<file path="src/utcp_defines.svh">
`ifndef UTCP_DEFINES_SVH
`define UTCP_DEFINES_SVH

// ----------------------------------------------------------------------------
// serial timing
// ----------------------------------------------------------------------------
`define UTCP_CLK_HZ        20000000
`define UTCP_BAUD_HIGH     2400
`define UTCP_BAUD_LOW      1200
`define UTCP_DIV_HIGH      (`UTCP_CLK_HZ / `UTCP_BAUD_HIGH)
`define UTCP_DIV_LOW       (`UTCP_CLK_HZ / `UTCP_BAUD_LOW)
`define UTCP_DATA_BITS     7
`define UTCP_STOP_BITS     1

// ----------------------------------------------------------------------------
// character codes
// ----------------------------------------------------------------------------
`define UTCP_CH_CR         7'h0D
`define UTCP_CH_BS         7'h08
`define UTCP_CH_DEL        7'h7F
`define UTCP_CH_CTRL_B     7'h02
`define UTCP_CH_CTRL_C     7'h03
`define UTCP_CH_SLASH      7'h2F
`define UTCP_CH_COLON      7'h3A
`define UTCP_CH_LO_D       7'h64
`define UTCP_CH_LO_T       7'h74
`define UTCP_CH_ZERO       7'h30
`define UTCP_CASE_BIT      5

// ----------------------------------------------------------------------------
// line buffer
// ----------------------------------------------------------------------------
`define UTCP_LINE_LEN      10
`define UTCP_IDX_W         4
`define UTCP_MOD_MAX       3'h6

`endif

</file>
<file path="src/utcp_pkg.sv">
package utcp_pkg;

  // report selected by a finished command line
  typedef enum logic [3:0] {
    UTCP_RPT_NONE    = 4'h0,
    UTCP_RPT_STATUS  = 4'h1,
    UTCP_RPT_EVENTS  = 4'h2,
    UTCP_RPT_HISTORY = 4'h3,
    UTCP_RPT_BIN0    = 4'h4,
    UTCP_RPT_BIN1    = 4'h5,
    UTCP_RPT_BIN2    = 4'h6,
    UTCP_RPT_BIN3    = 4'h7,
    UTCP_RPT_SUMMARY = 4'h8,
    UTCP_RPT_DETAIL  = 4'h9
  } utcp_rpt_t;

  // transmit side of the uart
  typedef enum logic [1:0] {
    UTCP_TX_IDLE  = 2'b00,
    UTCP_TX_SHIFT = 2'b01
  } utcp_tx_st_t;

endpackage : utcp_pkg

</file>
<file path="src/utcp_uart_rx.sv">
`timescale 1ns/100ps
`include "utcp_defines.svh"

// 7 data bits, odd parity, 1 stop; a character with bad parity or stop is dropped
module utcp_uart_rx (
  input  wire logic        sys_clk,
  input  wire logic        arst_n,
  input  wire logic        baud_low,
  input  wire logic        rxd,
  output logic             rx_valid,
  output logic [6:0]       rx_char
);

  logic [15:0] cnt_q;
  logic [3:0]  bit_q;
  logic [9:0]  sh_q;
  logic        busy_q;
  logic [15:0] div_w;
  logic        tick_w;

  // baud divider picks the port rate, half period centres the start bit
  assign div_w  = baud_low ? 16'(`UTCP_DIV_LOW) : 16'(`UTCP_DIV_HIGH);
  assign tick_w = busy_q && (cnt_q == 16'h0000);

  // shift sampled bits in lsb first
  always_ff @(posedge sys_clk or negedge arst_n) begin
    if (!arst_n) begin
      cnt_q    <= 16'h0000;
      bit_q    <= 4'h0;
      sh_q     <= 10'h000;
      busy_q   <= 1'b0;
      rx_valid <= 1'b0;
      rx_char  <= 7'h00;
    end else begin
      rx_valid <= 1'b0;
      if (!busy_q) begin
        if (!rxd) begin
          busy_q <= 1'b1;
          cnt_q  <= div_w >> 1;
          bit_q  <= 4'h0;
        end
      end else if (tick_w) begin
        sh_q  <= {rxd, sh_q[9:1]};
        cnt_q <= div_w - 16'h0001;
        bit_q <= bit_q + 4'h1;
        if (bit_q == 4'h9) begin
          busy_q <= 1'b0;
          // odd parity: data plus parity bit hold an odd count of ones
          if ((^sh_q[9:2]) && rxd && !sh_q[1]) begin
            rx_valid <= 1'b1;
            rx_char  <= sh_q[8:2];
          end
        end
      end else begin
        cnt_q <= cnt_q - 16'h0001;
      end
    end
  end

endmodule : utcp_uart_rx

</file>
<file path="src/utcp_uart_tx.sv">
`timescale 1ns/100ps
`include "utcp_defines.svh"

// 7 data bits, odd parity, 1 stop; ready while idle
module utcp_uart_tx (
  input  wire logic        sys_clk,
  input  wire logic        arst_n,
  input  wire logic        baud_low,
  input  wire logic        tx_valid,
  input  wire logic [6:0]  tx_char,
  output logic             tx_ready,
  output logic             txd
);

  utcp_pkg::utcp_tx_st_t st_q;
  logic [15:0] cnt_q;
  logic [3:0]  bit_q;
  logic [9:0]  sh_q;
  logic [15:0] div_w;

  assign div_w    = baud_low ? 16'(`UTCP_DIV_LOW) : 16'(`UTCP_DIV_HIGH);
  assign tx_ready = (st_q == utcp_pkg::UTCP_TX_IDLE);

  // frame is stop, parity, data, start from msb down
  always_ff @(posedge sys_clk or negedge arst_n) begin
    if (!arst_n) begin
      st_q  <= utcp_pkg::UTCP_TX_IDLE;
      cnt_q <= 16'h0000;
      bit_q <= 4'h0;
      sh_q  <= 10'h3FF;
      txd   <= 1'b1;
    end else begin
      unique case (st_q)
        utcp_pkg::UTCP_TX_IDLE: begin
          txd <= 1'b1;
          if (tx_valid) begin
            sh_q  <= {1'b1, ~^tx_char, tx_char, 1'b0};
            st_q  <= utcp_pkg::UTCP_TX_SHIFT;
            cnt_q <= 16'h0000;
            bit_q <= 4'h0;
          end
        end
        utcp_pkg::UTCP_TX_SHIFT: begin
          if (cnt_q == 16'h0000) begin
            txd   <= sh_q[0];
            sh_q  <= {1'b1, sh_q[9:1]};
            cnt_q <= div_w - 16'h0001;
            bit_q <= bit_q + 4'h1;
            if (bit_q == 4'hA) begin
              st_q <= utcp_pkg::UTCP_TX_IDLE;
            end
          end else begin
            cnt_q <= cnt_q - 16'h0001;
          end
        end
      endcase
    end
  end

endmodule : utcp_uart_tx

</file>
<file path="src/utcp_port.sv">
`timescale 1ns/100ps
`include "utcp_defines.svh"

// Notes on behaviour
// - status key then return asks the status report; trailing digit picks module.
// - report command without digit selects the central system cabinet.
// - control-B command asks event history, newest frame first.
// - history command asks history status frames, newest first.
// - freeze key acts at once and toggles output suspension.
// - buffer-reset command unfreezes and clears the fault history buffer.
// - quit key acts at once, stops output, next report restarts.
// - lower-case d with mm/dd/yy and return loads the clock date.
// - lower-case t with hh:mm:ss and return loads the clock time.
// - date and time commands are accepted only in lower case.
// - hang-up command releases the modem line, modem port only.
// - four battery-bin commands report 0-30, 31-90, 91-240, over 240 s.
// - a command asks the battery discharge summary screen.
// - a command asks all discharge records, newest first.
// - backspace removes the previously entered character.
// - interface serves a modem plus local terminal or monitor.
// - every port runs concurrently and independently of the others.
// - eight panel indications also drive customer contact outputs.
// - framing is 7 data, odd parity, 1 stop, full duplex.
// - local port 2400 baud only; modem port 1200 or 2400.
// - other command letters accepted in either case.
// - local terminal gets the status report on every new alarm.
module utcp_port (
  input  wire logic         sys_clk,
  input  wire logic         arst_n,
  input  wire logic         is_modem,
  input  wire logic         baud_low,
  input  wire logic         rxd,
  output logic              txd,
  input  wire logic         new_alarm,
  output logic              rpt_start,
  output utcp_pkg::utcp_rpt_t rpt_kind,
  output logic [2:0]        rpt_module,
  input  wire logic         rpt_valid,
  input  wire logic [6:0]   rpt_char,
  output logic              rpt_ready,
  output logic              rpt_abort,
  output logic              hist_reset,
  output logic              date_load,
  output logic              time_load,
  output logic [5:0][3:0]   clk_digits,
  output logic              hang_up
);

  // --------------------------------------------------------------------------
  // serial line
  // --------------------------------------------------------------------------
  logic       rx_valid;
  logic [6:0] rx_char;
  logic       tx_ready;
  logic       eff_low;
  logic       frozen_q;

  assign eff_low = is_modem & baud_low;

  utcp_uart_rx u_rx (
    .sys_clk  (sys_clk),
    .arst_n   (arst_n),
    .baud_low (eff_low),
    .rxd      (rxd),
    .rx_valid (rx_valid),
    .rx_char  (rx_char)
  );

  utcp_uart_tx u_tx (
    .sys_clk  (sys_clk),
    .arst_n   (arst_n),
    .baud_low (eff_low),
    .tx_valid (rpt_valid && !frozen_q),
    .tx_char  (rpt_char),
    .tx_ready (tx_ready),
    .txd      (txd)
  );

  // --------------------------------------------------------------------------
  // line buffer
  // --------------------------------------------------------------------------
  logic [`UTCP_LINE_LEN-1:0][6:0] line_q;
  logic [`UTCP_IDX_W-1:0]         len_q;
  logic                           alarm_q;
  logic                           alarm_in_q;

  // fold a letter to upper case so commands match either case
  function automatic logic [6:0] utcp_upper(input logic [6:0] c);
    utcp_upper = ((c >= 7'h61) && (c <= 7'h7A)) ? (c & ~(7'h01 << `UTCP_CASE_BIT)) : c;
  endfunction : utcp_upper

  // digit value 1..6 or zero when the character is not a module digit
  function automatic logic [2:0] utcp_module(input logic [6:0] c);
    logic [6:0] v;
    v = c - `UTCP_CH_ZERO;
    utcp_module = ((v >= 7'h01) && (v <= 7'(`UTCP_MOD_MAX))) ? v[2:0] : 3'h0;
  endfunction : utcp_module

  function automatic logic utcp_is_digit(input logic [6:0] c);
    utcp_is_digit = (c >= 7'h30) && (c <= 7'h39);
  endfunction : utcp_is_digit

  logic is_cr, is_bs, is_freeze, is_quit;
  logic [6:0] c0;
  logic [2:0] mod_w;
  logic       mod_ok;
  logic       len1, len2;

  assign is_cr     = rx_valid && (rx_char == `UTCP_CH_CR);
  assign is_bs     = rx_valid && ((rx_char == `UTCP_CH_BS) || (rx_char == `UTCP_CH_DEL));
  assign is_freeze = rx_valid && (len_q == '0) && (utcp_upper(rx_char) == 7'h46);
  assign is_quit   = rx_valid && (len_q == '0) && (utcp_upper(rx_char) == 7'h51);
  assign c0        = utcp_upper(line_q[0]);
  assign len1      = (len_q == `UTCP_IDX_W'(1));
  assign len2      = (len_q == `UTCP_IDX_W'(2));
  assign mod_w     = len2 ? utcp_module(line_q[1]) : 3'h0;
  assign mod_ok    = len1 || (len2 && (mod_w != 3'h0));

  // --------------------------------------------------------------------------
  // date and time line checks
  // --------------------------------------------------------------------------
  logic clk_shape_ok;
  logic [6:0] sep_w;
  logic is_date, is_time;

  assign is_date = (line_q[0] == `UTCP_CH_LO_D);
  assign is_time = (line_q[0] == `UTCP_CH_LO_T);
  assign sep_w   = is_date ? `UTCP_CH_SLASH : `UTCP_CH_COLON;

  // layout "x nn?nn?nn" with the separator mandatory
  assign clk_shape_ok = (len_q == `UTCP_IDX_W'(`UTCP_LINE_LEN)) && (line_q[1] == 7'h20)
                     && utcp_is_digit(line_q[2]) && utcp_is_digit(line_q[3])
                     && (line_q[4] == sep_w)
                     && utcp_is_digit(line_q[5]) && utcp_is_digit(line_q[6])
                     && (line_q[7] == sep_w)
                     && utcp_is_digit(line_q[8]) && utcp_is_digit(line_q[9]);

  genvar gi;
  generate
    for (gi = 0; gi < 3; gi++) begin : g_pair
      always_ff @(posedge sys_clk or negedge arst_n) begin
        if (!arst_n) begin
          clk_digits[2*gi+1] <= 4'h0;
          clk_digits[2*gi]   <= 4'h0;
        end else if (is_cr && (is_date || is_time) && clk_shape_ok) begin
          clk_digits[2*gi+1] <= line_q[2+3*gi][3:0];
          clk_digits[2*gi]   <= line_q[3+3*gi][3:0];
        end
      end
    end
  endgenerate

  // --------------------------------------------------------------------------
  // command decode on return
  // --------------------------------------------------------------------------
  utcp_pkg::utcp_rpt_t kind_w;

  always_comb begin
    kind_w = utcp_pkg::UTCP_RPT_NONE;
    if (mod_ok) begin
      unique case (c0)
        7'h41:          kind_w = utcp_pkg::UTCP_RPT_STATUS;
        `UTCP_CH_CTRL_B: kind_w = utcp_pkg::UTCP_RPT_EVENTS;
        7'h43, `UTCP_CH_CTRL_C: kind_w = utcp_pkg::UTCP_RPT_HISTORY;
        default:        kind_w = utcp_pkg::UTCP_RPT_NONE;
      endcase
    end
    if (len1) begin
      unique case (c0)
        7'h49:   kind_w = utcp_pkg::UTCP_RPT_BIN0;
        7'h4A:   kind_w = utcp_pkg::UTCP_RPT_BIN1;
        7'h4B:   kind_w = utcp_pkg::UTCP_RPT_BIN2;
        7'h4C:   kind_w = utcp_pkg::UTCP_RPT_BIN3;
        7'h4D:   kind_w = utcp_pkg::UTCP_RPT_SUMMARY;
        7'h4E:   kind_w = utcp_pkg::UTCP_RPT_DETAIL;
        default: kind_w = kind_w;
      endcase
    end
  end

  logic cmd_g, cmd_h, go_rpt, go_alarm;

  assign cmd_g    = is_cr && len1 && (c0 == 7'h47);
  assign cmd_h    = is_cr && len1 && (c0 == 7'h48) && is_modem;
  assign go_rpt   = is_cr && (kind_w != utcp_pkg::UTCP_RPT_NONE);
  // waiting one cycle after any start keeps an alarm start from stretching the start pulse before it
  assign go_alarm = alarm_q && !is_modem && !go_rpt && !rpt_start;

  // --------------------------------------------------------------------------
  // line editing and command strobes
  // --------------------------------------------------------------------------
  // characters beyond the buffer are ignored; the return then acts on the first ten, so only a date or time line can match
  // each port instance edits its own line, so no port blocks another
  always_ff @(posedge sys_clk or negedge arst_n) begin
    if (!arst_n) begin
      line_q <= '0;
      len_q  <= '0;
    end else if (is_cr || is_freeze || is_quit) begin
      len_q <= '0;
    end else if (is_bs) begin
      if (len_q != '0) begin
        len_q <= len_q - `UTCP_IDX_W'(1);
      end
    end else if (rx_valid && (len_q != `UTCP_IDX_W'(`UTCP_LINE_LEN))) begin
      line_q[len_q] <= rx_char;
      len_q         <= len_q + `UTCP_IDX_W'(1);
    end
  end

  // pulses toward the report engine and the system clock
  always_ff @(posedge sys_clk or negedge arst_n) begin
    if (!arst_n) begin
      rpt_start  <= 1'b0;
      rpt_kind   <= utcp_pkg::UTCP_RPT_NONE;
      rpt_module <= 3'h0;
      rpt_abort  <= 1'b0;
      hist_reset <= 1'b0;
      date_load  <= 1'b0;
      time_load  <= 1'b0;
      hang_up    <= 1'b0;
    end else begin
      rpt_start  <= go_rpt || go_alarm;
      rpt_abort  <= is_quit || go_rpt || go_alarm;
      hist_reset <= cmd_g;
      hang_up    <= cmd_h;
      date_load  <= is_cr && is_date && clk_shape_ok;
      time_load  <= is_cr && is_time && clk_shape_ok;
      if (go_rpt) begin
        rpt_kind   <= kind_w;
        rpt_module <= mod_w;
      end else if (go_alarm) begin
        rpt_kind   <= utcp_pkg::UTCP_RPT_STATUS;
        rpt_module <= 3'h0;
      end
    end
  end

  // freeze toggles, buffer reset and quit both release it; an alarm rise is held until served,
  // so a level alarm starts one report instead of one every cycle
  always_ff @(posedge sys_clk or negedge arst_n) begin
    if (!arst_n) begin
      frozen_q   <= 1'b0;
      alarm_q    <= 1'b0;
      alarm_in_q <= 1'b0;
    end else begin
      if (is_freeze) begin
        frozen_q <= !frozen_q;
      end else if (cmd_g || is_quit) begin
        frozen_q <= 1'b0;
      end
      alarm_in_q <= new_alarm;
      alarm_q    <= (new_alarm && !alarm_in_q) || (alarm_q && !go_alarm && !is_modem);
    end
  end

  // suspension stalls the report engine instead of dropping characters
  assign rpt_ready = tx_ready && !frozen_q;

endmodule : utcp_port

</file>
<file path="config.mk">
export PLATFORM = sky130hd
export DESIGN_NAME = utcp_port
export DESIGN_NICKNAME = d
export VERILOG_FILES = /design/src/utcp_pkg.sv /design/src/utcp_uart_rx.sv /design/src/utcp_uart_tx.sv /design/src/utcp_port.sv
export VERILOG_INCLUDE_DIRS = /design/src
export SDC_FILE = /design/constraint.sdc
export NUM_CORES = 1
export LEC_CHECK = 0
export BUFFER_PORTS_ARGS = -buffer_cell sky130_fd_sc_hd__buf_2
export CORE_UTILIZATION = 30
export DETAILED_ROUTE_END_ITERATION = 8
export PLACE_DENSITY_LB_ADDON = 0.08
export SLEW_MARGIN = 20
export SYNTH_ARGS = -nofsm -noshare
export SYNTH_HDL_FRONTEND = slang
export SYNTH_SLANG_ARGS = --single-unit
</file>
<file path="constraint.sdc">
create_clock -name sys_clk -period 4.5 [get_ports sys_clk]
set_input_delay 0.225 -clock sys_clk [delete_from_list [all_inputs] [get_ports sys_clk]]
set_output_delay 0.225 -clock sys_clk [all_outputs]
set_load 0.02 [all_outputs]
</file>
Word level (Yosys, flattened, before mapping)
Index checks and enable logic that the tools add are counted.
- flip-flop bits (word level): 186
- bits of input ports: 14
- output and inout port bits: 39
- logic and storage cells: 242
- add/sub/neg operators: 8
- $lt $le $gt $ge: 20
- equal/unequal tests: 35
- muxes and demuxes: 52
- bitwise operators: 3
- reductions and logical operators: 85
- operator list (kind ; number):
    7-bit == test (second input constant) ; 15
    16-bit 2-to-1 mux ; 5
    70-bit bitwise mux ; 1
    1-bit logical AND ; 48
    4-bit 2-to-1 mux ; 12
    16-bit by 1-bit subtractor with 16-bit output (second input constant) ; 3
    7-bit by 6-bit greater-or-equal comparator with 1-bit output (second input constant) ; 6
    7-bit by 6-bit less-or-equal comparator with 1-bit output (second input constant) ; 6
    16-bit zero test ; 2
    16-bit case mux with 2 select lines ; 1
    7-bit demux with 4-bit select ; 1
    4-bit case mux with 6 select lines ; 1
    10-bit 2-to-1 mux ; 2
    10-bit case mux with 2 select lines ; 1
    15-bit 2-to-1 mux ; 1
    7-bit by 2-bit == test with 1-bit output (second input constant) ; 2
    7-bit by 4-bit == test with 1-bit output (second input constant) ; 2
    7-bit by 6-bit == test with 1-bit output ; 2
    7-bit greater-or-equal comparator (second input constant) ; 2
    7-bit less-or-equal comparator (second input constant) ; 2
    4-bit by 1-bit adder with 4-bit output (second input constant) ; 3
    4-bit == test (second input constant) ; 3
    3-bit 2-to-1 mux ; 4
    6-bit 2-to-1 mux ; 2
    37 further kinds ; 76

Depth between registers and ports, before layout
Gate-level depths: netlist of the first run.
- depth after elaboration: 20
- depth in mapped cells: 9
- mapped depth without buffers: 7

Cells and area by module
Synthesis of the first run repeated with hierarchy kept, for this count alone.
- cells, all modules: 837
- area total of the unflattened synthesis: 9371.5 um2
- modules (own cells, without submodules) (module ; instances ; cells an instance ; area each (um2) ; sequential area each (um2)):
    utcp_port ; 1 ; 422 ; 5461.5 ; 2852.7
    utcp_uart_rx ; 1 ; 214 ; 2026.9 ; 950.9
    utcp_uart_tx ; 1 ; 201 ; 1883.1 ; 788.3

Worst setup path before layout of the first run
No wires, ideal clock.
- path type: register to register
- start point: reg line_q[11] (netlist bit)
- end point: reg clk_digits[0] (netlist bit)
- setup time: 0.125 ns
- arrival: 2.362 ns
- required time: 4.375 ns
- path slack: 2.013 ns
- stages on the path, launching flop included: 10
- path buffers: 2
- clock period less this slack: 2.487 ns
- path through: dfrtp_1 -> inv_1 -> ha_1 -> or4b_1 -> nor4_2 -> nand4_1 -> or4_1 -> buf_2 -> buf_6 -> mux2_4
- longest elaborated chain between the ends: 11
- ends and longest elaborated chain (what ; RTL line ; text):
    start: declaration ; utcp_port.sv:82 ; logic [`UTCP_LINE_LEN-1:0][6:0] line_q;
    start signal: indexed assignment ; utcp_port.sv:205 ; line_q[len_q] <= rx_char;
    7-bit by 6-bit == test with 1-bit output ; utcp_port.sv:131 ; assign clk_shape_ok = (len_q == `UTCP_IDX_W'(`UTCP_LINE_LEN)) && (line_q[1] == 7'h20)
    1-bit logical AND (9 in series) ; utcp_port.sv:131 ;
    1-bit logical AND ; utcp_port.sv:145 ; end else if (is_cr && (is_date || is_time) && clk_shape_ok) begin
    end signal: indexed assignment ; utcp_port.sv:146 ; clk_digits[2*gi+1] <= line_q[2+3*gi][3:0];
    end signal: indexed assignment ; utcp_port.sv:147 ; clk_digits[2*gi] <= line_q[3+3*gi][3:0];
    end: declaration ; utcp_port.sv:45 ; output logic [5:0][3:0] clk_digits,
No other way between the ends.
A chain may end at the register's enable or synchronous reset.

Final worst setup path of the first run
- start point: reg len_q[0]
- end point: reg line_q[22] (netlist bit)
- longest elaborated chain between the ends: 7
- elaborated cells between the ends (all ways): 16
- classes of those cells: 2 x order compare; 1 x eq/ne; 3 x mux; 1 x bitwise; 9 x reduce/logical
- ends and longest elaborated chain (what ; RTL line ; text):
    start: declaration ; utcp_port.sv:83 ; logic [`UTCP_IDX_W-1:0] len_q;
    start signal: assignment ; utcp_port.sv:202 ; len_q <= len_q - `UTCP_IDX_W'(1);
    start signal: assignment ; utcp_port.sv:206 ; len_q <= len_q + `UTCP_IDX_W'(1);
    parallel branches: the longest is 7 deep, another holds 4-bit by 5-bit < comparator with 1-bit output ; n/a ;
Parallel ways; which one is timed is not known.

==> impl_metrics.tcl, run 1 <==
set metrics [dict create \
    final_cells 1241 \
    cts_htree_levels 4 \
    dr.pass1.iters 6 \
    r2r_slack_ns 1.18 \
    overflow 0 \
    slew_violations 0 \
    antenna_found_initial 0 \
    yosys.area.top_type "dfrtp_1" \
    cts_max_path_buffers 2 \
    min_path_cells 3 \
    die_area_sq_um 30800 \
    ys_seq_elements 183 \
    dr.max_layer_used "met4" \
    synth_area_leaders "dfrtp_1, mux2_2, mux2_4, dfstp_2, mux2i_1" \
    rsz0062_at_grt "no" \
    post_drt_via_cell_ratio 5.13 \
    grt_pass1_vias 6421 \
    syn_area_sq_um 9040 \
    fp-row-count 63 \
    placedCellCount 1208 \
    worst_ir_drop_vdd_v 0.000199 \
    synth_edf_count 0 \
    synth_flop_cell "dfrtp_1" \
    dr_wl_met2_microns 9880 \
    arrival_ns 3.63 \
    crit_type "reg2reg" \
    status "finished with violations" \
    powerDensity_nw_per_um2 405 \
    wl_met1_microns 10900 \
    ys_async_sr_fraction 1.00 \
    path_max_fanout 12 \
    core_area_sq_um 29600 \
    initial_core_util 0.305 \
    p_leak_nw 4.81 \
    cp.required_ns 4.81 \
    max_slew_margin 0.318 \
    routedWlPerCell_microns 17.6 \
    grt_pass1_wl_microns 35900 \
    clock_latency_ns 0.43 \
    final_common_cell "dfrtp_1" \
    finalWorstSetupSlack_ns 1.18 \
    syn_avg_cell_area_sq_um 11.4 \
    critPathLaunchType "flip-flop" \
    fin_util 0.350 \
    drive_above_1_share 0.271 \
    chipWidth_microns 176 \
    worst_hold_path_type "in2reg" \
    post-route-period-util 0.737 \
    vias 6370 \
    reg2reg_depth 7 \
    final_cell_mix "dfrtp_1, mux2_2, nand2_1, buf_2, o21ai_0" \
    cp-end-kind "flip-flop" \
    pre_cts_slack_ns 1.23 \
    finalNetCount 868 \
    grt_max_degree 109 \
    dp_hpwl_microns 14800 \
    met3_length_microns 745 \
    yosys_warnings 0 \
    p_total_mw 4.19 \
    worstMarginPinSlew_ns 1.01 \
    failed_checks "DRC" \
    yosysTopAreaCellShare 0.479 \
    clkTransAtPathRegs_ns 0.07 \
    track_usage 0.150 \
    setup_tns_ns 0 \
    routed_wl_microns 21800 \
    gp_congestion 0.794 \
    antenna_cells 0 \
    clkSinkCount 183 \
    syn_inst 791 \
    cts_buffers 17 \
    postCtsResizedCells 0 \
    finalClockSkew_ns 0.0131 \
    drc 2 \
    drtIter0Drc 344 \
    fill_cells 2968 \
    cts_tree "built" \
    ys_seq_area_frac 0.508 \
    synth_cell_types 62 \
    die-height_microns 176 \
    ant_nets 0 \
    syn_nets 820 \
    root_buffer "clkbuf_16" \
    setup_viol 0 \
    area_growth_syn_to_layout_pct 14.6 \
    fin_crit_ns 3.32 \
    ios 53 \
    max_clock_freq_mhz 302 \
    portBuffers 52 \
    maxCapViolCount 0 \
    hold_viol_final 0 \
]
[cells in the mapped netlist (all sizes together) (9+ instances only)]
cell / number
ha: 15
inv: 20
nor2b: 9
buf: 10
or3: 14
nand3: 25
nand2: 61
nor4: 19
xnor2: 18
o21ai: 42
or4: 11
nor3: 19
a31oi: 10
clkbuf: 25
dfstp: 10
mux2i: 25
a21oi: 32
nor2: 38
dfrtp: 173
mux2: 114
[per-layer routing]
layer / vias up / global-route usage
li1: 2969 / -
met1: 3249 / 0.209
met2: 132 / 0.233
met3: 20 / 0.0297
met4: 0 / 0.0471
met5: - / 0
[registers in the layout, indices dropped and copies added (netlist names), 3 cells and up]
name	count
clk_digits	24
u_tx.sh_q	9
rpt_module	3
u_rx.cnt_q	16
u_rx.rx_char	7
u_tx.bit_q	4
u_rx.bit_q	4
line_q	70
rpt_kind	4
u_tx.cnt_q	16
u_rx.sh_q	9
len_q	4
[logic make-up after synthesis]
| logic type | share of synthesized area |
|---|---|
| and+or+nand+nor | 0.165 |
| DFF | 0.508 |
| muxes | 0.178 |
| AOI/OAI and AO/OA | 0.0790 |
| buffers and inverters | 0.0257 |
| xor gates and xnor gates | 0.0233 |
| adders and majority gates | 0.0208 |
[worst max-delay path, stage by stage, from the launching register on]
cell,delay (ns)
dfrtp_1,0.45
inv_1,0.15
ha_1,0.23
nor3b_1,0.70
o2111ai_1,0.32
nand2_1,0.57
or4_1,0.40
mux2_2,0.37
[power by group]
part	switching (mW)	leakage, nW	internal (mW)
sequential	0.188	2.43	1.86
combinational	0.314	2.08	0.253
clock	0.662	0.303	0.915
total	1.16	4.81	3.03
[final cells by class]
type / instances / area, sq um / share of cell area
Clock inverter: 11 / 160 / 0.0155
Timing Repair Buffer: 64 / 374 / 0.0361
Multi-Input combinational cell: 553 / 4210 / 0.407
Tap cell: 390 / 488 / 0.0471
Clock buffer: 20 / 457 / 0.0441
Sequential cell: 183 / 4590 / 0.443
Inverter: 20 / 75.1 / 0.00725
[stage by stage]
| step | area, sq um | hold WS [ns] |
|---|---|---|
| 3_3_place_gp | 9720 | 0.322 |
| 5_1_grt | 10400 | 0.101 |
| 2_1_floorplan | 9040 | -0.0706 |
| 6_report | 10400 | 0.111 |
| 4_1_cts | 10400 | 0.0863 |
| 3_5_place_dp | 9720 | 0.326 |
[worst paths after layout]
check,from,endpoint
setup / recovery,len_q[0],line_q[22]
hold / removal,rpt_char[1],u_tx.sh_q[2]
hold reg to reg,u_tx.cnt_q[15],u_tx.cnt_q[15]
setup reg to reg,len_q[0],line_q[22]
max in group asynchronous,arst_n,u_rx.rx_char[1]
min in group asynchronous,arst_n,u_tx.cnt_q[5]
[what timing repair did]
action                                 CTS  global route
endpoints found under the hold margin   66             0
hold buffers                             2             0
setup buffers                            0             0
Power figures use the tool's default switching activity.
==> run 2, diff against run 1 <==
--- a/config.mk
+++ b/config.mk
@@ -6,6 +6,7 @@
 export SDC_FILE = /design/constraint.sdc
 export NUM_CORES = 1
 export LEC_CHECK = 0
+export ABC_AREA = 1
 export BUFFER_PORTS_ARGS = -buffer_cell sky130_fd_sc_hd__buf_2
 export CORE_UTILIZATION = 30
 export DETAILED_ROUTE_END_ITERATION = 8
==> constraint.sdc (replaced) <==
create_clock -name sys_clk -period 2.66 [get_ports sys_clk]
set_input_delay 0.133 -clock sys_clk [delete_from_list [all_inputs] [get_ports sys_clk]]
set_output_delay 0.133 -clock sys_clk [all_outputs]
set_load 0.02 [all_outputs]
==> run 2 against run 1 <==
Against the previous run: the run now ends clean; combinational power decreased by 7.9%; utilization increased by 1.3 points; fmax increased by 41%; critical path depth increased by 3; critical path type unchanged; highest routed layer unchanged.
==> impl_metrics.tcl, run 2 <==
set metrics [dict create \
    synth_flop_cell "dfrtp_1" \
    slew_violations 0 \
    overflow 0 \
    rsz0062_at_grt "no" \
    finalNetCount 1123 \
    ys_async_sr_fraction 1.00 \
    final_cells 1485 \
    critPathLaunchType "flip-flop" \
    p_seq_frac 0.502 \
    gp_congestion 0.776 \
    maxCapViolCount 0 \
    die-height_microns 172 \
    die_area_sq_um 29600 \
    setup_tns_ns 0 \
    synth_area_leaders "dfrtp_1, nand2_1, o21ai_0, inv_1, nor2_1" \
    clkSinkCount 183 \
    grt_pass1_vias 6549 \
    antenna_found_initial 0 \
    post-route-period-util 0.887 \
    ys_seq_area_frac 0.529 \
    yosys.area.top_type "dfrtp_1" \
    core_area_sq_um 28100 \
    top_regs "line_q x70, clk_digits x24" \
    syn_avg_cell_area_sq_um 8.54 \
    final_cell_mix "nand2_1, dfrtp_1, inv_1, o21ai_0, nor2_1" \
    hold_viol_final 0 \
    antenna_cells 0 \
    initial_core_util 0.309 \
    yosysTopAreaCellShare 0.499 \
    crit_chain "inv_1, ha_1, inv_1, nor3_1, nand3_1, nand3_2, nor3_4, buf_4, nand4_2, o21ai_0" \
    fill_cells 2974 \
    largest_reg_flops 70 \
    routedWlPerCell_microns 14.4 \
    crit_path_frequent_cell "inv_1" \
    comb_power_share 0.087 \
    grt_max_degree 57 \
    crit_type "reg2reg" \
    cts_buffers 17 \
    top_register "line_q" \
    grt_pass1_wl_microns 35200 \
    worstHoldStart "rpt_valid" \
    finalClockSkew_ns 0.0173 \
    vias 6758 \
    powerDensity_nw_per_um2 591 \
    drc 0 \
    post-synth-top-count-cell "nand2_1" \
    fin_crit_ns 2.36 \
    slowest_delay_ns 0.40 \
    worst_hold_path_type "in2reg" \
    setup_viol 0 \
    cts_max_path_buffers 2 \
    swShare 0.271 \
    placedCellCount 1441 \
    ys_seq_elements 183 \
    syn_inst 1017 \
    clkTransAtPathRegs_ns 0.09 \
    dr.pass1.iters 6 \
    synth_edf_count 0 \
    post_drt_via_cell_ratio 4.55 \
    area_growth_syn_to_layout_pct 17.5 \
    ant_nets 0 \
    max_slew_margin 0.622 \
    final_common_cell "nand2_1" \
    cts_tree "built" \
    path_max_fanout 14 \
    fp-row-count 61 \
    status "finished, final reports clean" \
    track_usage 0.154 \
    dp_hpwl_microns 15400 \
    yosys_warnings 0 \
    ios 53 \
    synth_cell_types 44 \
    portBuffers 52 \
    p_switching_mw 1.63 \
    arrival_ns 2.70 \
    clock_latency_ns 0.44 \
    root_buffer "clkbuf_16" \
    worstMarginPinSlew_ns 0.561 \
    intPower_mw 4.39 \
    pwr-share-clk 0.411 \
    cp-end-kind "flip-flop" \
    chipWidth_microns 172 \
    crit_slowest_cell "dfrtp_1" \
    worst_ir_drop_vdd_v 0.000358 \
    routed_wl_microns 21400 \
    p_leak_nw 4.71 \
    crit_start "len_q[0]" \
    synthTopCellsByCount "nand2_1, dfrtp_1, inv_1" \
    max_clock_freq_mhz 424 \
    r2r-start "len_q[0]" \
    drtIter0Drc 335 \
    syn_nets 1046 \
    cts_htree_levels 4 \
    drive_above_1_share 0.130 \
    syn_area_sq_um 8680 \
    cp.required_ns 3.00 \
]
-- run 2: changes by cell type in the layout (fill, tap and decap cells not counted), sizes merged, moves of 15 or more --
cell	change
o22ai	+15
buf	+15
nand3	+18
o21ai	+101
nand4	+23
nand2	+164
nor2	+44
mux2	-114
inv	+116
mux2i	-24
-- run 2: cell families after synthesis --
group | share of synthesized area
simple gates | 0.215
compound gates | 0.125
flops | 0.529
buf+inv | 0.0764
xor+xnor | 0.0313
fa+ha+maj | 0.0216
mux | 0.00115
-- run 2: timing repair --
item                                    CTS  global route
gates resized for setup                   0             5
endpoints found under the setup margin    0            15
hold endpoints to repair                 57             0
setup buffers                             0             1
hold buffers                             11             0
-- run 2: power by group through the flow --
stage          Combinational [mW]  Clock [mW]  Sequential [mW]
5_1_grt                     0.607        2.67             3.04
3_3_place_gp                0.519           0             3.07
3_5_place_dp                0.517           0             3.07
4_1_cts                     0.531        2.58             3.02
6_report                    0.522        2.48             3.02
2_1_floorplan               0.349           0             3.05
-- run 2: area by class of cell --
class	instances	area, sq um	share of cell area
inverters	134	503	0.0493
flip-flops and latches	183	4590	0.450
repair buffers	89	612	0.0600
clock buffers	19	443	0.0434
well taps	378	473	0.0464
clock inverters	13	125	0.0123
multi-input cells	669	3450	0.338
-- run 2: critical path, delay by kind of cell, from the launching register on --
kind	cells	cell delay, ns
AOI/OAI and AO/OA	1	0.27
and+or+nand+nor	5	0.89
DFF	1	0.40
adders and majority gates	1	0.28
buffers and inverters	3	0.43
-- run 2: per-stage QoR --
| step | hold WS [ns] | worst slack, ns | total power [mW] | cell area (sq um) | util |
|---|---|---|---|---|---|
| floorplan | -0.163 | 0.559 | 3.40 | 8680 | - |
| global placement | 0.118 | 0.212 | 3.59 | 9490 | 0.338 |
| detailed placement | 0.119 | 0.167 | 3.59 | 9490 | 0.338 |
| CTS | 0.176 | 0.149 | 6.13 | 10200 | 0.362 |
| global route | 0.210 | 0.0114 | 6.32 | 10200 | 0.363 |
| finish | 0.169 | 0.301 | 6.02 | 10200 | 0.363 |
-- run 2: routing by layer --
metal | part of all wire | vias to the layer above | GRT usage
met4 | 0.014 | 0 | 0.0481
met2 | 0.45 | 111 | 0.244
met5 | 0 | - | 0
met3 | 0.029 | 16 | 0.0233
li1 | - | 3496 | -
met1 | 0.51 | 3135 | 0.216
-- run 2: path summary, 6_finish.rpt --
path | slack, ns | depth (start not counted) | end
max in group asynchronous | 1.68 | 3 | u_rx.sh_q[3]
worst min register to register | 0.48 | 2 | u_tx.txd
min in group asynchronous | 0.19 | 2 | u_tx.cnt_q[15]
worst max-delay path | 0.30 | 10 | line_q[50]
worst max register to register | 0.30 | 10 | line_q[50]
worst min-delay path | 0.17 | 4 | u_tx.bit_q[3]
==> run 3, diff against run 2 <==
--- a/config.mk
+++ b/config.mk
@@ -7,7 +7,9 @@
 export NUM_CORES = 1
 export LEC_CHECK = 0
 export ABC_AREA = 1
-export BUFFER_PORTS_ARGS = -buffer_cell sky130_fd_sc_hd__buf_2
+export BUFFER_PORTS_ARGS = -buffer_cell sky130_fd_sc_hd__clkbuf_2
+export CELL_PAD_IN_SITES_DETAIL_PLACEMENT = 1
+export CELL_PAD_IN_SITES_GLOBAL_PLACEMENT = 1
 export CORE_UTILIZATION = 30
 export DETAILED_ROUTE_END_ITERATION = 8
 export PLACE_DENSITY_LB_ADDON = 0.08
==> run 3 against run 2 <==
Against the previous run: register-to-register slack got worse by 0.09 ns; via count grew 3.0%; clock skew grew 0.00057 ns; routed wire length increased by 12%; flip-flop and latch count stayed put; highest routed layer unchanged.
==> impl_metrics.tcl, run 3 (synthesis results as in run 2) <==
set metrics [dict create \
    fp-row-count 61 \
    pre_cts_slack_ns 0.174 \
    dr.pass1.iters 4 \
    critPathTopFamily "simple AND/OR/NAND/NOR gates" \
    grt_max_degree 76 \
    hold_viol_final 0 \
    maxCapViolCount 0 \
    ant_nets 0 \
    cts_max_path_buffers 2 \
    top_regs "line_q x70, clk_digits x24" \
    root_buffer "clkbuf_16" \
    fill_cells 3358 \
    chipWidth_microns 172 \
    clock_latency_ns 0.44 \
    clkTransAtPathRegs_ns 0.08 \
    drtIter0Drc 352 \
    cts_htree_levels 4 \
    drc 0 \
    multiInputGateArea_sq_um 3450 \
    post_drt_via_cell_ratio 4.69 \
    path_max_fanout 10 \
    grt_pass1_vias 7196 \
    drive_above_1_share 0.130 \
    finalNetCount 1122 \
    clkSinkCount 183 \
    vias 6960 \
    fin_util 0.362 \
    crit_type "reg2reg" \
    worstMarginPinSlew_ns 0.691 \
    antenna_cells 0 \
    slowest_delay_ns 0.39 \
    slew_violations 0 \
    worst_ir_drop_vdd_v 0.000377 \
    routed_wl_microns 24000 \
    critPathLaunchType "flip-flop" \
    place_area_sq_um 9480 \
    cts_setup_buffers 0 \
    fin_crit_ns 2.45 \
    die-height_microns 172 \
    min_path_cells 3 \
    core_area_sq_um 28100 \
    worst-path-stages 13 \
    max_slew_margin 0.539 \
    die_area_sq_um 29600 \
    seq_area_sq_um 4590 \
    antenna_found_initial 0 \
    holdWs_ns 0.0690 \
    overflow 0 \
    crit_slowest_cell "dfrtp_1" \
    gp_congestion 0.791 \
    initial_core_util 0.309 \
    powerDensity_nw_per_um2 594 \
    status "finished, final reports clean" \
    cp-end-kind "flip-flop" \
    ios 53 \
    track_usage 0.174 \
    worst_hold_path_type "in2reg" \
    area_growth_syn_to_layout_pct 17.1 \
    cp.required_ns 2.94 \
    final_common_cell "nand2_1" \
    post-route-period-util 0.919 \
    dp_hpwl_microns 17200 \
    rsz0062_at_grt "yes" \
    portBuffers 52 \
    finalWorstSetupSlack_ns 0.215 \
    setup_viol 0 \
    cts_buffers 17 \
    cts_tree "built" \
    critical_path_buf_inv_count 4 \
    routedWlPerCell_microns 16.1 \
    grt_pass1_wl_microns 39700 \
    final_cell_mix "nand2_1, dfrtp_1, inv_1, o21ai_0, nor2_1" \
    reg2reg_depth 13 \
    crit_path_frequent_cell "inv_1" \
    finalClockSkew_ns 0.0178 \
    crit_chain "inv_1, ha_1, nand3_1, nor3_1, inv_1, nor2_1, nand2_1, inv_1, nand4_1, nand2_2, inv_1, o21ai_0, a22oi_1" \
    largest_reg_flops 70 \
    p_leak_nw 4.66 \
    top_register "line_q" \
    final_cell_area_sq_um 10200 \
    max_clock_freq_mhz 409 \
    arrival_ns 2.73 \
]
## run 3: per-stage QoR
step | power, mW | TNS (ns) | instances
floorplan | 3.40 | 0 | 1017
CTS | 6.15 | 0 | 1484
finish | 6.04 | 0 | 1484
global route | 6.36 | -0.0612 | 1484
global placement | 3.61 | 0 | 1442
detailed placement | 3.61 | 0 | 1442
## run 3: timing repair
item | CTS | global route
endpoints found under the setup margin | 0 | 16
gates resized for setup | 0 | 5
hold endpoints to repair | 81 | 0
hold buffers | 10 | 0
## run 3: metal layers
layer	vias up	part of all wire	GRT usage
met3	16	0.025	0.0224
met5	-	0	0
met1	3378	0.52	0.253
met2	88	0.44	0.271
li1	3478	-	-
met4	0	0.0099	0.0485
## run 3: worst reg2reg max path, delay by kind of cell, from the launching register on
| family | cells | cell delay (ns) |
|---|---|---|
| buf+inv | 4 | 0.42 |
| simple gates | 6 | 1.14 |
| fa+ha+maj | 1 | 0.20 |
| flops | 1 | 0.39 |
| compound gates | 2 | 0.15 |
## run 3: path summary, 6_finish.rpt
| kind | start | slack, ns | end |
|---|---|---|---|
| setup / recovery | u_rx.cnt_q[0] | 0.21 | u_rx.cnt_q[12] |
| hold / removal | is_modem | 0.07 | hang_up |
| setup reg to reg | u_rx.cnt_q[0] | 0.21 | u_rx.cnt_q[12] |
| hold reg to reg | u_tx.sh_q[0] | 0.48 | u_tx.txd |
| max in group asynchronous | arst_n | 1.65 | u_tx.sh_q[8] |
| min in group asynchronous | arst_n | 0.30 | clk_digits[21] |
## run 3: cell type report
type	count	area share
clock buffer	18	0.0422
clock inverter	14	0.0130
inverter	134	0.0495
multi-input combinational	669	0.339
sequential	183	0.452
tap	378	0.0465
timing repair buffer	88	0.0580
## run 3: report_power, final
part | switching (mW) | internal [mW]
clock | 1.24 | 1.24
sequential | 0.113 | 2.91
combinational | 0.329 | 0.208
